`src/hw/orl_pkg.sv`:
```
package orl_pkg;

  // clock and timing
  localparam int unsigned CLK_HZ          = 200_000_000;
  localparam int unsigned SYS_CLK_HZ      = 16_000_000;
  localparam int unsigned SCAN_NORMAL_US  = 3400;
  localparam int unsigned SCAN_FAST_US    = 850;
  localparam int unsigned NUM_CHAN        = 32;
  localparam int unsigned SLOT_NORMAL_CYC = (CLK_HZ / 1_000_000) * SCAN_NORMAL_US / NUM_CHAN;
  localparam int unsigned SLOT_FAST_CYC   = (CLK_HZ / 1_000_000) * SCAN_FAST_US / NUM_CHAN;
  localparam int unsigned DAC_SETTLE_NS   = 1000;
  localparam int unsigned DAC_SETTLE_CYC  = (DAC_SETTLE_NS * (CLK_HZ / 1_000_000) + 999) / 1000;
  localparam int unsigned FREEZE_MAX_US   = 15;
  localparam int unsigned TRACK_NS        = 2000;
  localparam int unsigned TRACK_CYC       = (TRACK_NS * (CLK_HZ / 1_000_000) + 999) / 1000;
  localparam int unsigned CONV_NS         = 10000;
  localparam int unsigned CONV_CYC        = CONV_NS * (CLK_HZ / 1_000_000) / 1000;
  localparam int unsigned MUX_SETTLE_US   = 5000;
  localparam int unsigned MUX_SETTLE_CYC  = MUX_SETTLE_US * (CLK_HZ / 1_000_000);

  // avalon register map (byte addresses)
  localparam logic [7:0] ADDR_ID_WORD  = 8'h00;
  localparam logic [7:0] ADDR_CSR      = 8'h04;
  localparam logic [7:0] ADDR_ADC_DATA = 8'h08;
  localparam logic [7:0] ADDR_DATA_LO  = 8'h80;
  localparam logic [15:0] BOARD_ID_VAL = 16'h00A5;  // arbitrary value

  // control_status_word fields
  localparam int unsigned CSR_CHAN_LSB   = 0;
  localparam int unsigned CSR_CHAN_W     = 5;
  localparam int unsigned CSR_ONLINE     = 8;
  localparam int unsigned CSR_FAST       = 9;
  localparam int unsigned CSR_SETTLE_BIT = 12;
  localparam int unsigned CSR_CONV_BIT   = 13;
  localparam int unsigned CSR_READY_BIT  = 14;
  localparam int unsigned CSR_BUSY_BIT   = 15;

  typedef enum logic [3:0] {
    SC_LOAD   = 4'b0001,
    SC_DAC    = 4'b0010,
    SC_HOLD   = 4'b0100,
    SC_HOSTWR = 4'b1000
  } orl_scan_type;

  typedef enum logic [3:0] {
    CV_IDLE   = 4'b0001,
    CV_SETTLE = 4'b0010,
    CV_TRACK  = 4'b0100,
    CV_CONV   = 4'b1000
  } orl_conv_type;

  typedef struct packed {
    logic [7:0]  address;
    logic        read;
    logic        write;
    logic [31:0] writedata;
  } orl_avl_req_type;

  typedef struct packed {
    logic [31:0] readdata;
    logic        waitrequest;
  } orl_avl_rsp_type;

  typedef struct packed {
    logic [11:0] dac_code;
    logic        dac_load;
    logic [4:0]  out_sel;
    logic        demux_en;
    logic [4:0]  mon_sel;
    logic        adc_track;
    logic        adc_convert;
    logic        out_online;
  } orl_analog_type;

endpackage : orl_pkg

```
`src/hw/orl_refresh_ctrl.sv`:
```
`timescale 1ns/1ps
// Notes on behaviour
// output codes live in a 32 by 16 bit two-port memory.
// all scan and settling timing counts from the single system clock.
// host and refresh ports never touch the memory in one cycle.
// channels scanned 0 to 31 ascending, wrapping continuously.
// DAC load and sample-hold select use the same channel in the same step.
// each channel waits for DAC, demux and amplifier to settle.
// host memory access waits for an interruptible scan point.
// completion signalled to bus logic after the write, then scanning resumes.
// scan halted for the track and convert phases of the loopback conversion.
// each conversion freeze adds at most 15 us to the scan.
// one control word write with both begin bits starts a conversion.
// loopback channel taken from five low bits of the control word.
// conversion runs settle, then track, then convert phases.
// all conversion phases timed internally, no further host writes.
// on command the monitor demux steers at once and settling begins.
// host waits at least 5 ms before reading the result.
// host keeps bus traffic low during the settling wait.
// data-ready bit set when a result is available; host waits for it.
// one shared switch control bit connects or isolates all outputs together.
// exactly one output routed to the loopback converter line.
// host loopback test writes a code and compares the converter result.
// default full scan 3.4 ms; quick-scan bit gives about 0.85 ms.
// begin bits strobe only on write, then read back as status.
// reset clears all timers and control word flags.
// data-ready cleared whenever a new conversion command is accepted.
module orl_refresh_ctrl
  import orl_pkg::*;
#(
  parameter int unsigned P_MUX_SETTLE_CYC = MUX_SETTLE_CYC
) (
  input  wire logic            i_sys_clk,
  input  wire logic            i_rst,
  input  wire orl_avl_req_type i_avl,
  output orl_avl_rsp_type      o_avl,
  input  wire logic [11:0]     i_adc_data,
  output orl_analog_type       o_analog
);

  localparam int unsigned SLOT_N_CYC = SLOT_NORMAL_CYC;
  localparam int unsigned SLOT_F_CYC = SLOT_FAST_CYC;

  typedef struct packed {
    orl_scan_type    scan;
    orl_conv_type    conv;
    logic [4:0]      chan;
    logic [19:0]     scan_cnt;
    logic [19:0]     conv_cnt;
    logic [15:0]     dac_word;
    logic [4:0]      mon_chan;
    logic            fast;
    logic            online;
    logic            ready;
    logic [11:0]     adc_word;
    logic            host_pend;
    logic            host_wr;
    logic [4:0]      host_addr;
    logic [15:0]     host_data;
    orl_avl_rsp_type avl;
    orl_analog_type  ana;
  } orl_state_type;

  orl_state_type state_r;
  orl_state_type state_nxt;

  // data memory
  logic [15:0] data_mem [NUM_CHAN];
  logic        mem_we;
  logic [15:0] mem_rd;

  function automatic logic is_data_addr(input logic [7:0] a);
    return (a >= ADDR_DATA_LO) && (a[1:0] == 2'b00);
  endfunction

  function automatic logic [4:0] data_index(input logic [7:0] a);
    return a[6:2];
  endfunction

  // single memory port per cycle
  // reads share the host slot but must never write
  assign mem_we = (state_r.scan == SC_HOSTWR) && state_r.host_wr;

  always_ff @(posedge i_sys_clk) begin
    if (mem_we) begin
      data_mem[state_r.host_addr] <= state_r.host_data;
    end
  end

  assign mem_rd = data_mem[(state_r.scan == SC_HOSTWR) ? state_r.host_addr : state_r.chan];

  always_comb begin
    logic [15:0] csr_rd;
    logic        cmd;
    logic [19:0] slot_len;
    logic        frozen;
    state_nxt = state_r;
    csr_rd    = 16'h0000;
    cmd       = 1'b0;
    // slot from clock
    slot_len  = 20'(state_r.fast ? SLOT_F_CYC : SLOT_N_CYC);
    frozen    = 1'b0;

    // begin bits read back as status
    csr_rd[CSR_CHAN_LSB +: CSR_CHAN_W] = state_r.mon_chan;
    csr_rd[CSR_ONLINE]     = state_r.online;
    csr_rd[CSR_FAST]       = state_r.fast;
    csr_rd[CSR_SETTLE_BIT] = (state_r.conv == CV_SETTLE);
    csr_rd[CSR_CONV_BIT]   = (state_r.conv == CV_TRACK) || (state_r.conv == CV_CONV);
    csr_rd[CSR_READY_BIT]  = state_r.ready;
    csr_rd[CSR_BUSY_BIT]   = (state_r.conv != CV_IDLE);

    state_nxt.avl.waitrequest = 1'b1;
    state_nxt.avl.readdata    = 32'h0000_0000;
    state_nxt.ana.dac_load    = 1'b0;

    // bus slave: one wait cycle on registers, data writes wait for the scan
    if ((i_avl.read || i_avl.write) && state_r.avl.waitrequest && !state_r.host_pend) begin
      if (i_avl.write && is_data_addr(i_avl.address)) begin
        // defer to a safe scan point
        state_nxt.host_pend = 1'b1;
        state_nxt.host_addr = data_index(i_avl.address);
        state_nxt.host_wr   = 1'b1;
        state_nxt.host_data = i_avl.writedata[15:0];
      end else begin
        state_nxt.avl.waitrequest = 1'b0;
        if (i_avl.write && (i_avl.address == ADDR_CSR)) begin
          // channel from low five bits
          state_nxt.mon_chan = i_avl.writedata[CSR_CHAN_LSB +: CSR_CHAN_W];
          state_nxt.fast     = i_avl.writedata[CSR_FAST];
          state_nxt.online   = i_avl.writedata[CSR_ONLINE];
          // single-write command
          cmd = i_avl.writedata[CSR_SETTLE_BIT] && i_avl.writedata[CSR_CONV_BIT];
        end else if (i_avl.read) begin
          if (i_avl.address == ADDR_ID_WORD) begin
            state_nxt.avl.readdata = {16'h0000, BOARD_ID_VAL};
          end else if (i_avl.address == ADDR_CSR) begin
            state_nxt.avl.readdata = {16'h0000, csr_rd};
          end else if (i_avl.address == ADDR_ADC_DATA) begin
            state_nxt.avl.readdata = {20'h00000, state_r.adc_word};
          end else if (is_data_addr(i_avl.address)) begin
            // reads also wait for the host scan point, where the memory word is registered
            state_nxt.avl.waitrequest = 1'b1;
            state_nxt.host_pend       = 1'b1;
            state_nxt.host_addr       = data_index(i_avl.address);
            state_nxt.host_wr         = 1'b0;
          end
        end
      end
    end

    // conversion sequencer
    // internally timed phases
    unique case (state_r.conv)
      CV_IDLE: begin
        state_nxt.conv_cnt = 20'h00000;
      end
      CV_SETTLE: begin
        if (state_r.conv_cnt >= 20'(P_MUX_SETTLE_CYC - 1)) begin
          state_nxt.conv     = CV_TRACK;
          state_nxt.conv_cnt = 20'h00000;
          state_nxt.ana.adc_track = 1'b1;
        end else begin
          state_nxt.conv_cnt = state_r.conv_cnt + 20'h00001;
        end
      end
      CV_TRACK: begin
        if (state_r.conv_cnt >= 20'(TRACK_CYC - 1)) begin
          state_nxt.conv     = CV_CONV;
          state_nxt.conv_cnt = 20'h00000;
          state_nxt.ana.adc_track   = 1'b0;
          state_nxt.ana.adc_convert = 1'b1;
        end else begin
          state_nxt.conv_cnt = state_r.conv_cnt + 20'h00001;
        end
      end
      CV_CONV: begin
        // freeze bounded below 15 us
        if (state_r.conv_cnt >= 20'(CONV_CYC - 1)) begin
          state_nxt.conv     = CV_IDLE;
          state_nxt.conv_cnt = 20'h00000;
          state_nxt.ana.adc_convert = 1'b0;
          state_nxt.adc_word = i_adc_data;
          // result ready flag
          state_nxt.ready    = 1'b1;
        end else begin
          state_nxt.conv_cnt = state_r.conv_cnt + 20'h00001;
        end
      end
    endcase

    if (cmd) begin
      // settle phase first
      // demux steers immediately
      state_nxt.conv     = CV_SETTLE;
      state_nxt.conv_cnt = 20'h00000;
      state_nxt.ana.adc_track   = 1'b0;
      state_nxt.ana.adc_convert = 1'b0;
      // stale result cleared
      state_nxt.ready    = 1'b0;
    end

    // freeze during track and convert
    // covers the entry and exit edges so no load meets track or convert
    frozen = (state_r.conv == CV_TRACK) || (state_r.conv == CV_CONV) ||
             (state_nxt.conv == CV_TRACK) || (state_nxt.conv == CV_CONV);

    // refresh scan
    unique case (state_r.scan)
      SC_LOAD: begin
        if (state_r.host_pend) begin
          state_nxt.scan = SC_HOSTWR;
        end else if (!frozen) begin
          // code and select together
          state_nxt.dac_word     = mem_rd;
          state_nxt.ana.out_sel  = state_r.chan;
          state_nxt.ana.dac_load = 1'b1;
          state_nxt.scan         = SC_DAC;
          state_nxt.scan_cnt     = 20'h00000;
        end
      end
      SC_DAC: begin
        // DAC settling
        if (!frozen) begin
          if (state_r.scan_cnt >= 20'(DAC_SETTLE_CYC - 1)) begin
            state_nxt.ana.demux_en = 1'b1;
            state_nxt.scan         = SC_HOLD;
            state_nxt.scan_cnt     = 20'h00000;
          end else begin
            state_nxt.scan_cnt = state_r.scan_cnt + 20'h00001;
          end
        end
      end
      SC_HOLD: begin
        // demux and amplifier settling
        // slot length sets scan period
        if (frozen) begin
          state_nxt.ana.demux_en = 1'b0;
        end else if (state_r.scan_cnt >= slot_len - 20'(DAC_SETTLE_CYC + 2)) begin
          state_nxt.ana.demux_en = 1'b0;
          // ascending wrap
          state_nxt.chan         = state_r.chan + 5'd1;
          state_nxt.scan         = SC_LOAD;
          state_nxt.scan_cnt     = 20'h00000;
        end else begin
          state_nxt.ana.demux_en = 1'b1;
          state_nxt.scan_cnt     = state_r.scan_cnt + 20'h00001;
        end
      end
      SC_HOSTWR: begin
        // complete then resume
        state_nxt.host_pend       = 1'b0;
        state_nxt.avl.waitrequest = 1'b0;
        state_nxt.avl.readdata    = {16'h0000, mem_rd};
        state_nxt.scan            = SC_LOAD;
      end
    endcase

    state_nxt.ana.dac_code   = state_nxt.dac_word[11:0];
    // one monitored output
    state_nxt.ana.mon_sel    = state_nxt.mon_chan;
    // output switch control
    state_nxt.ana.out_online = state_nxt.online;
  end

  // reset clears timers and flags; data memory kept, waitrequest set high
  always_ff @(posedge i_sys_clk or posedge i_rst) begin
    if (i_rst) begin
      state_r <= '{scan: SC_LOAD, conv: CV_IDLE, avl: '{readdata: 32'h0000_0000,
                   waitrequest: 1'b1}, default: '0};
    end else begin
      state_r <= state_nxt;
    end
  end

  assign o_avl    = state_r.avl;
  assign o_analog = state_r.ana;

endmodule // orl_refresh_ctrl

```
`config.mk`:
```
export PLATFORM = sky130hd
export DESIGN_NAME = orl_refresh_ctrl
export DESIGN_NICKNAME = d
export VERILOG_FILES = /design/src/hw/orl_pkg.sv /design/src/hw/orl_refresh_ctrl.sv
export SDC_FILE = /design/constraint.sdc
export NUM_CORES = 1
export LEC_CHECK = 0
export BUFFER_PORTS_ARGS = -buffer_cell sky130_fd_sc_hd__buf_2
export CAP_MARGIN = 40
export CORE_ASPECT_RATIO = 1.75
export CORE_MARGIN = 2
export CORE_UTILIZATION = 50
export DETAILED_ROUTE_END_ITERATION = 7
export HOLD_SLACK_MARGIN = 0.12
export MAX_ROUTING_LAYER = met4
export PLACE_DENSITY = 0.66
export SETUP_SLACK_MARGIN = 0.1
export SLEW_MARGIN = 20
export SYNTH_ARGS = -nofsm -noshare
export SYNTH_HDL_FRONTEND = slang
export SYNTH_SLANG_ARGS = --single-unit
export TNS_END_PERCENT = 20
```
`constraint.sdc`:
```
create_clock -name i_sys_clk -period 5.8 [get_ports i_sys_clk]
set_input_delay 1.16 -clock i_sys_clk [delete_from_list [all_inputs] [get_ports i_sys_clk]]
set_output_delay 1.16 -clock i_sys_clk [all_outputs]
set_load 0.01 [all_outputs]
```
==> results.yml, run 1 <==
layout:
  final_common_cell: "edfxtp_1"
  fill_cells: 3873
  layout-drive-gt1-share_pct: 26.6
  n_antenna_cell: 0
  syn_to_final_growth_pct: 12.4
  nets: 1692
  final_cell_mix: "edfxtp_1 (512), dfrtp_1 (131), mux4_2 (124)"
timing:
  skew_ns: 0.0178
  worstMarginPinSlew_ns: 0.893
  final_hold_viol_count: 0
  fin_crit_sh_pct: 66.2
  layout_setup_ws_ns: 1.96
  max_freq_ghz: 0.260
  finalSetupViolations: 0
  hold_slack_ns: 0.483
  rsz0062_at_grt: "false"
  finalMaxSlewViolations: 0
  finalCriticalPeriod_ns: 3.84
  finalSetupTns_ns: 0
  slew-limit-headroom_pct: 39.7
logic_synthesis:
  ys_seq_elements: 646
  syn_inst: 1514
  yosysTopAreaCellShare_pct: 58.2
  synth.largest_area_cell: "edfxtp_1"
  synthDistinctLibCells: 66
  async_reset_ff_share_pct: 20.7
  ys_top_cells_by_area: "edfxtp_1 (58%), dfrtp_1 (12%), mux4_2 (11%)"
  syn_area_per_cell_um2: 17.4
  yosysWarnings: 0
  synth_area_um2: 26400
  synth_ff_type: "edfxtp_1"
  ys_seq_area_share_pct: 70.9
  synth_edf_count: 512
floorplanning:
  initial_utilization_pct: 50.5
  die-width_um: 178
  io_pins: 116
  dieArea_um2: 54800
  core_region_area_um2: 52400
  rows: 111
  die_h_um: 308
clocking:
  postCtsSetupBuffers: 0
  path_clk_slew_ns: 0.07
  postCtsHoldBufs: 0
  clockBufferDepth: 3
  clk_latency_ns: 0.60
  htree_levels: 2
  cts_root_buffer: "clkbuf_16"
  numClockSinks: 646
  cts_made_buffers: 52
  cts_tree: "built"
  cts_resized: 0
route:
  drt_iter0_markers: 1171
  vias_per_cell: 5.92
  route.detailed.wl_per_inst_um: 24.6
  first_pass_iters: 7
  drcViolationCount: 0
  drt_wl_total_um: 57700
  final_antenna_net_count: 0
  route.vias.total: 13900
place:
  routabilityCongestion: 0.888
  port_buffers: 83
  post-place-ws_ns: 1.46
  hpwl_um: 38000
run:
  maxCapViolations: 0
hold_path:
  holdCritPathClass: "flop to flop"
global_routing:
  grt_pass1_vias: 14300
  antenna_found_initial: 0
  grt-ovfl-total: 0
  grt_max_degree: 94
  grt.total_usage_pct: 22.1
  grt_pass1_wl_um: 86600
worst_setup_path:
  crit_family: "multiplexers"
  worst_ep_required_time_ns: 6.26
  worstPathMaxFanout: 54
  path_cells: "nor4b_2 > buf_4 > mux2i_4 > buf_12 > mux4_2 > mux2i_1 > o21ai_0 > o21ai_0 > nand2_1"
  crit_type: "flop to flop"
  startpoint_type: "flop"
  cp_common_cell: "o21ai_0"
  cp_num_buf_inv: 2
  cp_slowest_cell: "mux2i_4"
  end_kind: "flop"
  cp.arrival_ns: 4.30
  critPathMaxStageDelay_ns: 0.63
power:
  power_density_nw_per_um2: 337
  p_leak_nw: 10.6
  p_total_mw: 10.0
  vdd_drop_max_uv: 261
outcome:
  status: "finished, final reports clean"
## through the flow
stage / instances / utilization (%) / cell area [µm²]
final: 2345 / 56.7 / 29700
after global routing: 2345 / 56.7 / 29700
after global placement: 2221 / 52.6 / 27500
after detailed placement: 2238 / 53.1 / 27800
after floorplan: 1529 / - / 26500
after CTS: 2333 / 56.3 / 29500
## registers in the layout (all words and copies together) (netlist names)
name / flops
state_r: 102
data_mem: 512
o_avl: 17
o_analog: 15
## layer usage
layer,share of wire (%),global-route usage [%],vias to the layer above
li1,-,-,6095
met1,36,24.1,7256
met2,57,41.2,416
met3,4.4,2.60,115
met4,2.7,7.43,0
met5,0,-,-
## path summary, 6_finish.rpt
| check | startpoint | endpoint | slack, ns | depth (start not counted) |
|---|---|---|---|---|
| min | state_r[114] | state_r[114] | 0.48 | 2 |
| min in group asynchronous | i_rst | state_r[80] | 0.57 | 2 |
| max reg2reg | state_r[169] | o_avl[15] | 1.96 | 9 |
| max in group asynchronous | i_rst | state_r[66] | 3.93 | 4 |
| max | state_r[169] | o_avl[15] | 1.96 | 9 |
| min reg2reg | state_r[114] | state_r[114] | 0.48 | 2 |
## area by class of cell
type                            count  area, µm²  area share (%)
Clock inverter                     27        294           0.990
Sequential cell                   646      18700            63.1
Multi-Input combinational cell    743       7000            23.6
Timing Repair Buffer              162       1320            4.45
Clock buffer                       68       1410            4.76
Tap cell                          678        848            2.86
Inverter                           21       83.8           0.282
## report_power, final
part           leakage (nW)  switching [mW]  internal [mW]
logic                  3.37           0.471          0.263
clock network         0.837            1.61           1.96
registers              6.43           0.199           5.51
## cell usage after synthesis, types with 21 or more instances
cell type / instances
edfxtp_1: 512
dfrtp_1: 131
mux4_2: 124
nor2_1: 100
mux2i_1: 71
nand2_1: 71
buf_4: 62
o21ai_0: 52
mux2_2: 45
clkbuf_1: 30
a22oi_1: 29
nand3_1: 28
inv_1: 21
## logic make-up after synthesis
group	count (synthesis)	share of synthesized area, %
buffers and inverters	140	2.94
adder cells (fa/ha/maj)	10	0.474
AO/OA/AOI/OAI	158	4.13
other	1	0.0142
XOR/XNOR	25	0.857
multiplexers	246	15.4
AND/OR/NAND/NOR	288	5.24
flip-flops	646	70.9
## tightest hold or removal path, cell delays in order (launching register included)
cell     delay, ns
dfrtp_1       0.34
nand2_1       0.05
o21ai_0       0.06
Power figures use the tool's default switching activity.
==> run 2: changes to the inputs <==
Clock period 5.8 ns to 3.95 ns, I/O delays scaled along.
==> run 2 against run 1 <==
  * Die area is the same
  * Maximum frequency increased by 8.2%
  * Flip-flop and latch count stayed put
  * Via count grew 0.29%
  * Clock skew up 0.020 ns
  * Largest cell class unchanged
==> results.yml, run 2 (synthesis gave the netlist of run 1 again) <==
outcome:
  status: "finished, final reports clean"
timing:
  skew_ns: 0.0383
  layout_setup_ws_ns: 0.400
  finalCriticalPeriod_ns: 3.55
  slew-limit-headroom_pct: 43.5
  max_freq_ghz: 0.282
  worstMarginPinSlew_ns: 0.837
  fin_crit_sh_pct: 89.9
  final_hold_viol_count: 0
  rsz0062_at_grt: "false"
  finalSetupTns_ns: 0
  finalSetupViolations: 0
  finalMaxSlewViolations: 0
floorplanning:
  die-width_um: 178
  die_h_um: 308
  dieArea_um2: 54800
  rows: 111
  initial_utilization_pct: 50.5
  core_region_area_um2: 52400
  io_pins: 116
power:
  power_density_nw_per_um2: 508
  p_leak_nw: 10.7
  p_total_mw: 15.2
  vdd_drop_max_uv: 380
layout:
  finalNonFillerCells: 2360
  layout-drive-gt1-share_pct: 26.9
  largest_reg_flops: 512
  syn_to_final_growth_pct: 13.2
  nets: 1703
  n_antenna_cell: 0
  final_cell_mix: "edfxtp_1 (512), dfrtp_1 (131), mux4_2 (124)"
  regMostFlops: "data_mem"
  fin_area_um2: 29900
  final_common_cell: "edfxtp_1"
run:
  maxCapViolations: 0
clocking:
  cts_made_buffers: 55
  clk_latency_ns: 0.62
  numClockSinks: 646
  cts_tree: "built"
  clockBufferDepth: 3
  cts_resized: 0
  cts_root_buffer: "clkbuf_16"
  path_clk_slew_ns: 0.07
  htree_levels: 2
route:
  route.detailed.wl_per_inst_um: 24.4
  first_pass_iters: 7
  vias_per_cell: 5.90
  drcViolationCount: 0
  drt_wl_total_um: 57600
  drt_iter0_markers: 998
  final_antenna_net_count: 0
  route.vias.total: 13900
global_routing:
  antenna_found_initial: 0
  grt-ovfl-total: 0
  grt.total_usage_pct: 22.1
  grt_max_degree: 84
  grt_pass1_vias: 14600
  grt_pass1_wl_um: 87300
worst_setup_path:
  crit_type: "flop to flop"
  worst_ep_required_time_ns: 4.44
  worstPathMaxFanout: 15
  cp.arrival_ns: 4.04
  startpoint_type: "flop"
  end_kind: "flop"
place:
  port_buffers: 83
  dp_cells: 2253
  routabilityCongestion: 0.846
  hpwl_um: 37700
  post-place-ws_ns: 0.399
  place_area_um2: 27900
hold_path:
  holdCritPathClass: "input port to flop"
[run 2: changes by cell type in the layout (fill, tap and decap cells not counted), moves of 2 or more]
cell       change
buf_16         -4
buf_4         +12
buf_6          -4
buf_8          +2
bufinv_16      +5
clkbuf_1       -4
clkbuf_16      +2
clkinv_1       +7
clkinv_16      +2
inv_6          -3
[run 2: metrics by stage]
stage                     utilization [%]  hold WS [ns]
after floorplan                         -         0.446
after global placement               52.9         0.461
after CTS                            57.0         0.316
final                                57.1         0.396
after global routing                 57.1         0.385
after detailed placement             53.3         0.467
[run 2: layer usage]
layer	global-route usage [%]	vias to the layer above	wire length [µm]
li1	-	6127	-
met1	25.7	7311	21900
met2	39.9	390	31500
met3	2.33	94	2410
met4	6.98	0	1740
met5	-	-	0
[run 2: where the power goes]
group          leakage [nW]  internal (mW)  switching [mW]
sequential             6.43           8.09           0.303
clock                 0.935           3.27            2.45
combinational          3.37          0.380           0.697
[run 2: worst paths after layout]
path	start	to	slack, ns	cells after the start
min reg2reg	state_r[114]	state_r[114]	0.48	2
max in group asynchronous	i_rst	state_r[65]	2.47	5
min	i_adc_data[7]	state_r[90]	0.40	2
max	state_r[130]	state_r[150]	0.40	8
min in group asynchronous	i_rst	state_r[121]	0.64	3
max reg2reg	state_r[130]	state_r[150]	0.40	8
[run 2: critical path: stages (launching register included)]
cell      delay [ns]
dfrtp_1         0.47
or4_1           0.56
a311oi_1        0.45
o22ai_1         0.24
a211oi_1        0.56
xnor2_1         0.24
o211ai_2        0.59
o21ai_0         0.20
o31ai_1         0.12
[run 2: layout make-up]
type	instances	area [µm²]
flip-flops and latches	646	18700
inverters	21	82.6
multi-input cells	743	7000
well taps	678	848
fillers	3867	22400
repair buffers	170	1320
clock inverters	38	499
clock buffers	64	1430
[run 2: repair_timing]
action,4_1_cts,5_1_grt
setup buffers,0,0
hold endpoints to repair,0,3
hold buffers,0,1
==> run 3: changes to the inputs <==
Settings changed: REMOVE_ABC_BUFFERS set to 1.
==> run 3 against run 2 <==
  * Critical path type unchanged
  * Clock-buffer cell count up 2
  * Register-to-register slack better by 0.17 ns
  * Wire length up 4.7%
  * Clock power down 5.1%
  * First-iteration DRC count up 18%
  * Global-route usage up 1.1 points
  * Setup slack better by 0.17 ns
  * Worst hold slack better by 0.037 ns
  * Cell count up 0.34%
  * Highest routed layer unchanged
==> results.yml, run 3 (synthesis gave the netlist of run 1 again) <==
outcome:
  status: "finished, final reports clean"
layout:
  final_common_cell: "edfxtp_1"
  n_antenna_cell: 0
  syn_to_final_growth_pct: 13.0
  utilization_pct: 57.0
  largest_reg_flops: 512
  layout-drive-gt1-share_pct: 26.9
  final_cell_mix: "edfxtp_1 (512), dfrtp_1 (129), mux4_2 (124)"
  regMostFlops: "data_mem"
  nets: 1711
  fin_area_um2: 29800
worst_setup_path:
  worstPathMaxFanout: 30
  crit_start: "state_r[130]"
  cp_slowest_cell: "or4_1"
  end_kind: "flop"
  critPathMaxStageDelay_ns: 0.58
  cp.arrival_ns: 3.84
  startpoint_type: "flop"
  r2r-start: "state_r[130]"
  cp_common_cell: "buf_4"
  crit_type: "flop to flop"
  worst_ep_required_time_ns: 4.42
  path_cells: "or4_1 > a311oi_1 > o22ai_1 > a211oi_1 > buf_4 > xnor2_1 > o2111ai_2 > buf_4 > mux2_1"
route:
  route.vias.total: 14100
  route.detailed.wl_per_inst_um: 25.5
  vias_per_cell: 5.94
  drt_iter0_markers: 1177
  final_antenna_net_count: 0
  first_pass_iters: 5
  drcViolationCount: 0
  drt_wl_total_um: 60300
floorplanning:
  dieArea_um2: 54800
  rows: 111
  core_region_area_um2: 52400
  die_h_um: 308
  die-width_um: 178
  initial_utilization_pct: 50.5
  io_pins: 116
place:
  place_area_um2: 28000
  port_buffers: 83
  post-place-ws_ns: 0.436
  routabilityCongestion: 0.847
  hpwl_um: 39300
global_routing:
  use_met1_pct: 27.9
  grt_pass1_wl_um: 89800
  grt_use_met3_pct: 2.13
  grt-busiest-layer: "met2"
  grt_max_degree: 84
  gr-usage-met2_pct: 40.4
  grt_pass1_vias: 14500
  grt.total_usage_pct: 23.1
  grt-ovfl-total: 0
  antenna_found_initial: 0
clocking:
  path_clk_slew_ns: 0.06
  postCtsHoldBufs: 0
  clk_latency_ns: 0.60
  postCtsSetupBuffers: 0
  htree_levels: 2
  cts_made_buffers: 54
  cts_root_buffer: "clkbuf_16"
  clockBufferDepth: 3
  cts_tree: "built"
  cts_resized: 0
  numClockSinks: 646
timing:
  max_freq_ghz: 0.296
  final_hold_viol_count: 0
  finalSetupViolations: 0
  finalSetupTns_ns: 0
  skew_ns: 0.0177
  layout_setup_ws_ns: 0.574
  finalCriticalPeriod_ns: 3.38
  worstMarginPinSlew_ns: 0.885
  slew-limit-headroom_pct: 40.8
  fin_crit_sh_pct: 85.5
  hold_slack_ns: 0.433
  rsz0062_at_grt: "false"
  finalMaxSlewViolations: 0
power:
  vdd_drop_max_uv: 374
  p_leak_nw: 10.7
  power_density_nw_per_um2: 501
  clockPowerShare_pct: 36.3
  p_switching_mw: 3.51
  p_seq_share_pct: 57.8
  comb_power_share_pct: 5.9
  p_int_mw: 11.4
  switching_share_pct: 23.5
hold_path:
  holdCritPathClass: "input port to flop"
  min_from: "i_avl[7]"
run:
  maxCapViolations: 0
==> run 3: cell count changes in the layout (fill, tap and decap cells not counted), sizes merged <==
cell / delta
bufinv: -3
inv: +3
clkinvlp: -1
clkinv: -2
buf: +9
clkbuf: +2
==> run 3: layout make-up <==
class / count / area (µm²)
fillers: 3927 / 22500
multi-input cells: 743 / 7000
repair buffers: 179 / 1390
clock inverters: 35 / 370
flip-flops and latches: 646 / 18700
well taps: 678 / 848
inverters: 21 / 83.8
clock buffers: 66 / 1420
==> run 3: path summary, 6_finish.rpt <==
| path | endpoint | slack, ns | cells after the start |
|---|---|---|---|
| setup reg to reg | o_analog[12] | 0.57 | 9 |
| hold / removal | state_r[67] | 0.43 | 2 |
| max in group asynchronous | state_r[168] | 2.34 | 5 |
| min in group asynchronous | o_avl[14] | 0.64 | 3 |
| setup / recovery | o_analog[12] | 0.57 | 9 |
| hold reg to reg | state_r[108] | 0.49 | 2 |
==> run 3: routing by layer <==
layer	part of all wire (%)	up-vias	wire length, µm
li1	-	6133	-
met1	38	7370	22900
met2	53	452	32100
met3	5.0	118	3020
met4	3.8	0	2310
met5	0	-	0
==> run 3: power groups by stage <==
stage          Combinational [mW]  Sequential, mW  Clock [mW]
6_report                    0.879            8.65        5.42
5_1_grt                     0.942            8.68        5.78
4_1_cts                     0.878            8.64        5.52
3_5_place_dp                0.877            8.78           0
3_3_place_gp                0.410            9.02           0
2_1_floorplan               0.231            8.65           0
==> run 3: metrics by stage <==
| step | power, mW | instances |
|---|---|---|
| 2_1_floorplan | 8.88 | 1410 |
| 3_3_place_gp | 9.43 | 2251 |
| 3_5_place_dp | 9.66 | 2265 |
| 4_1_cts | 15.0 | 2366 |
| 5_1_grt | 15.4 | 2368 |
| 6_report | 14.9 | 2368 |
==> run 3: worst max-delay path, delay by kind of cell, from the launching register on <==
kind	cells	cell delay (ns)
compound gates	4	1.18
xor+xnor	1	0.11
buf+inv	2	0.54
simple gates	1	0.58
flops	1	0.48
mux	1	0.36
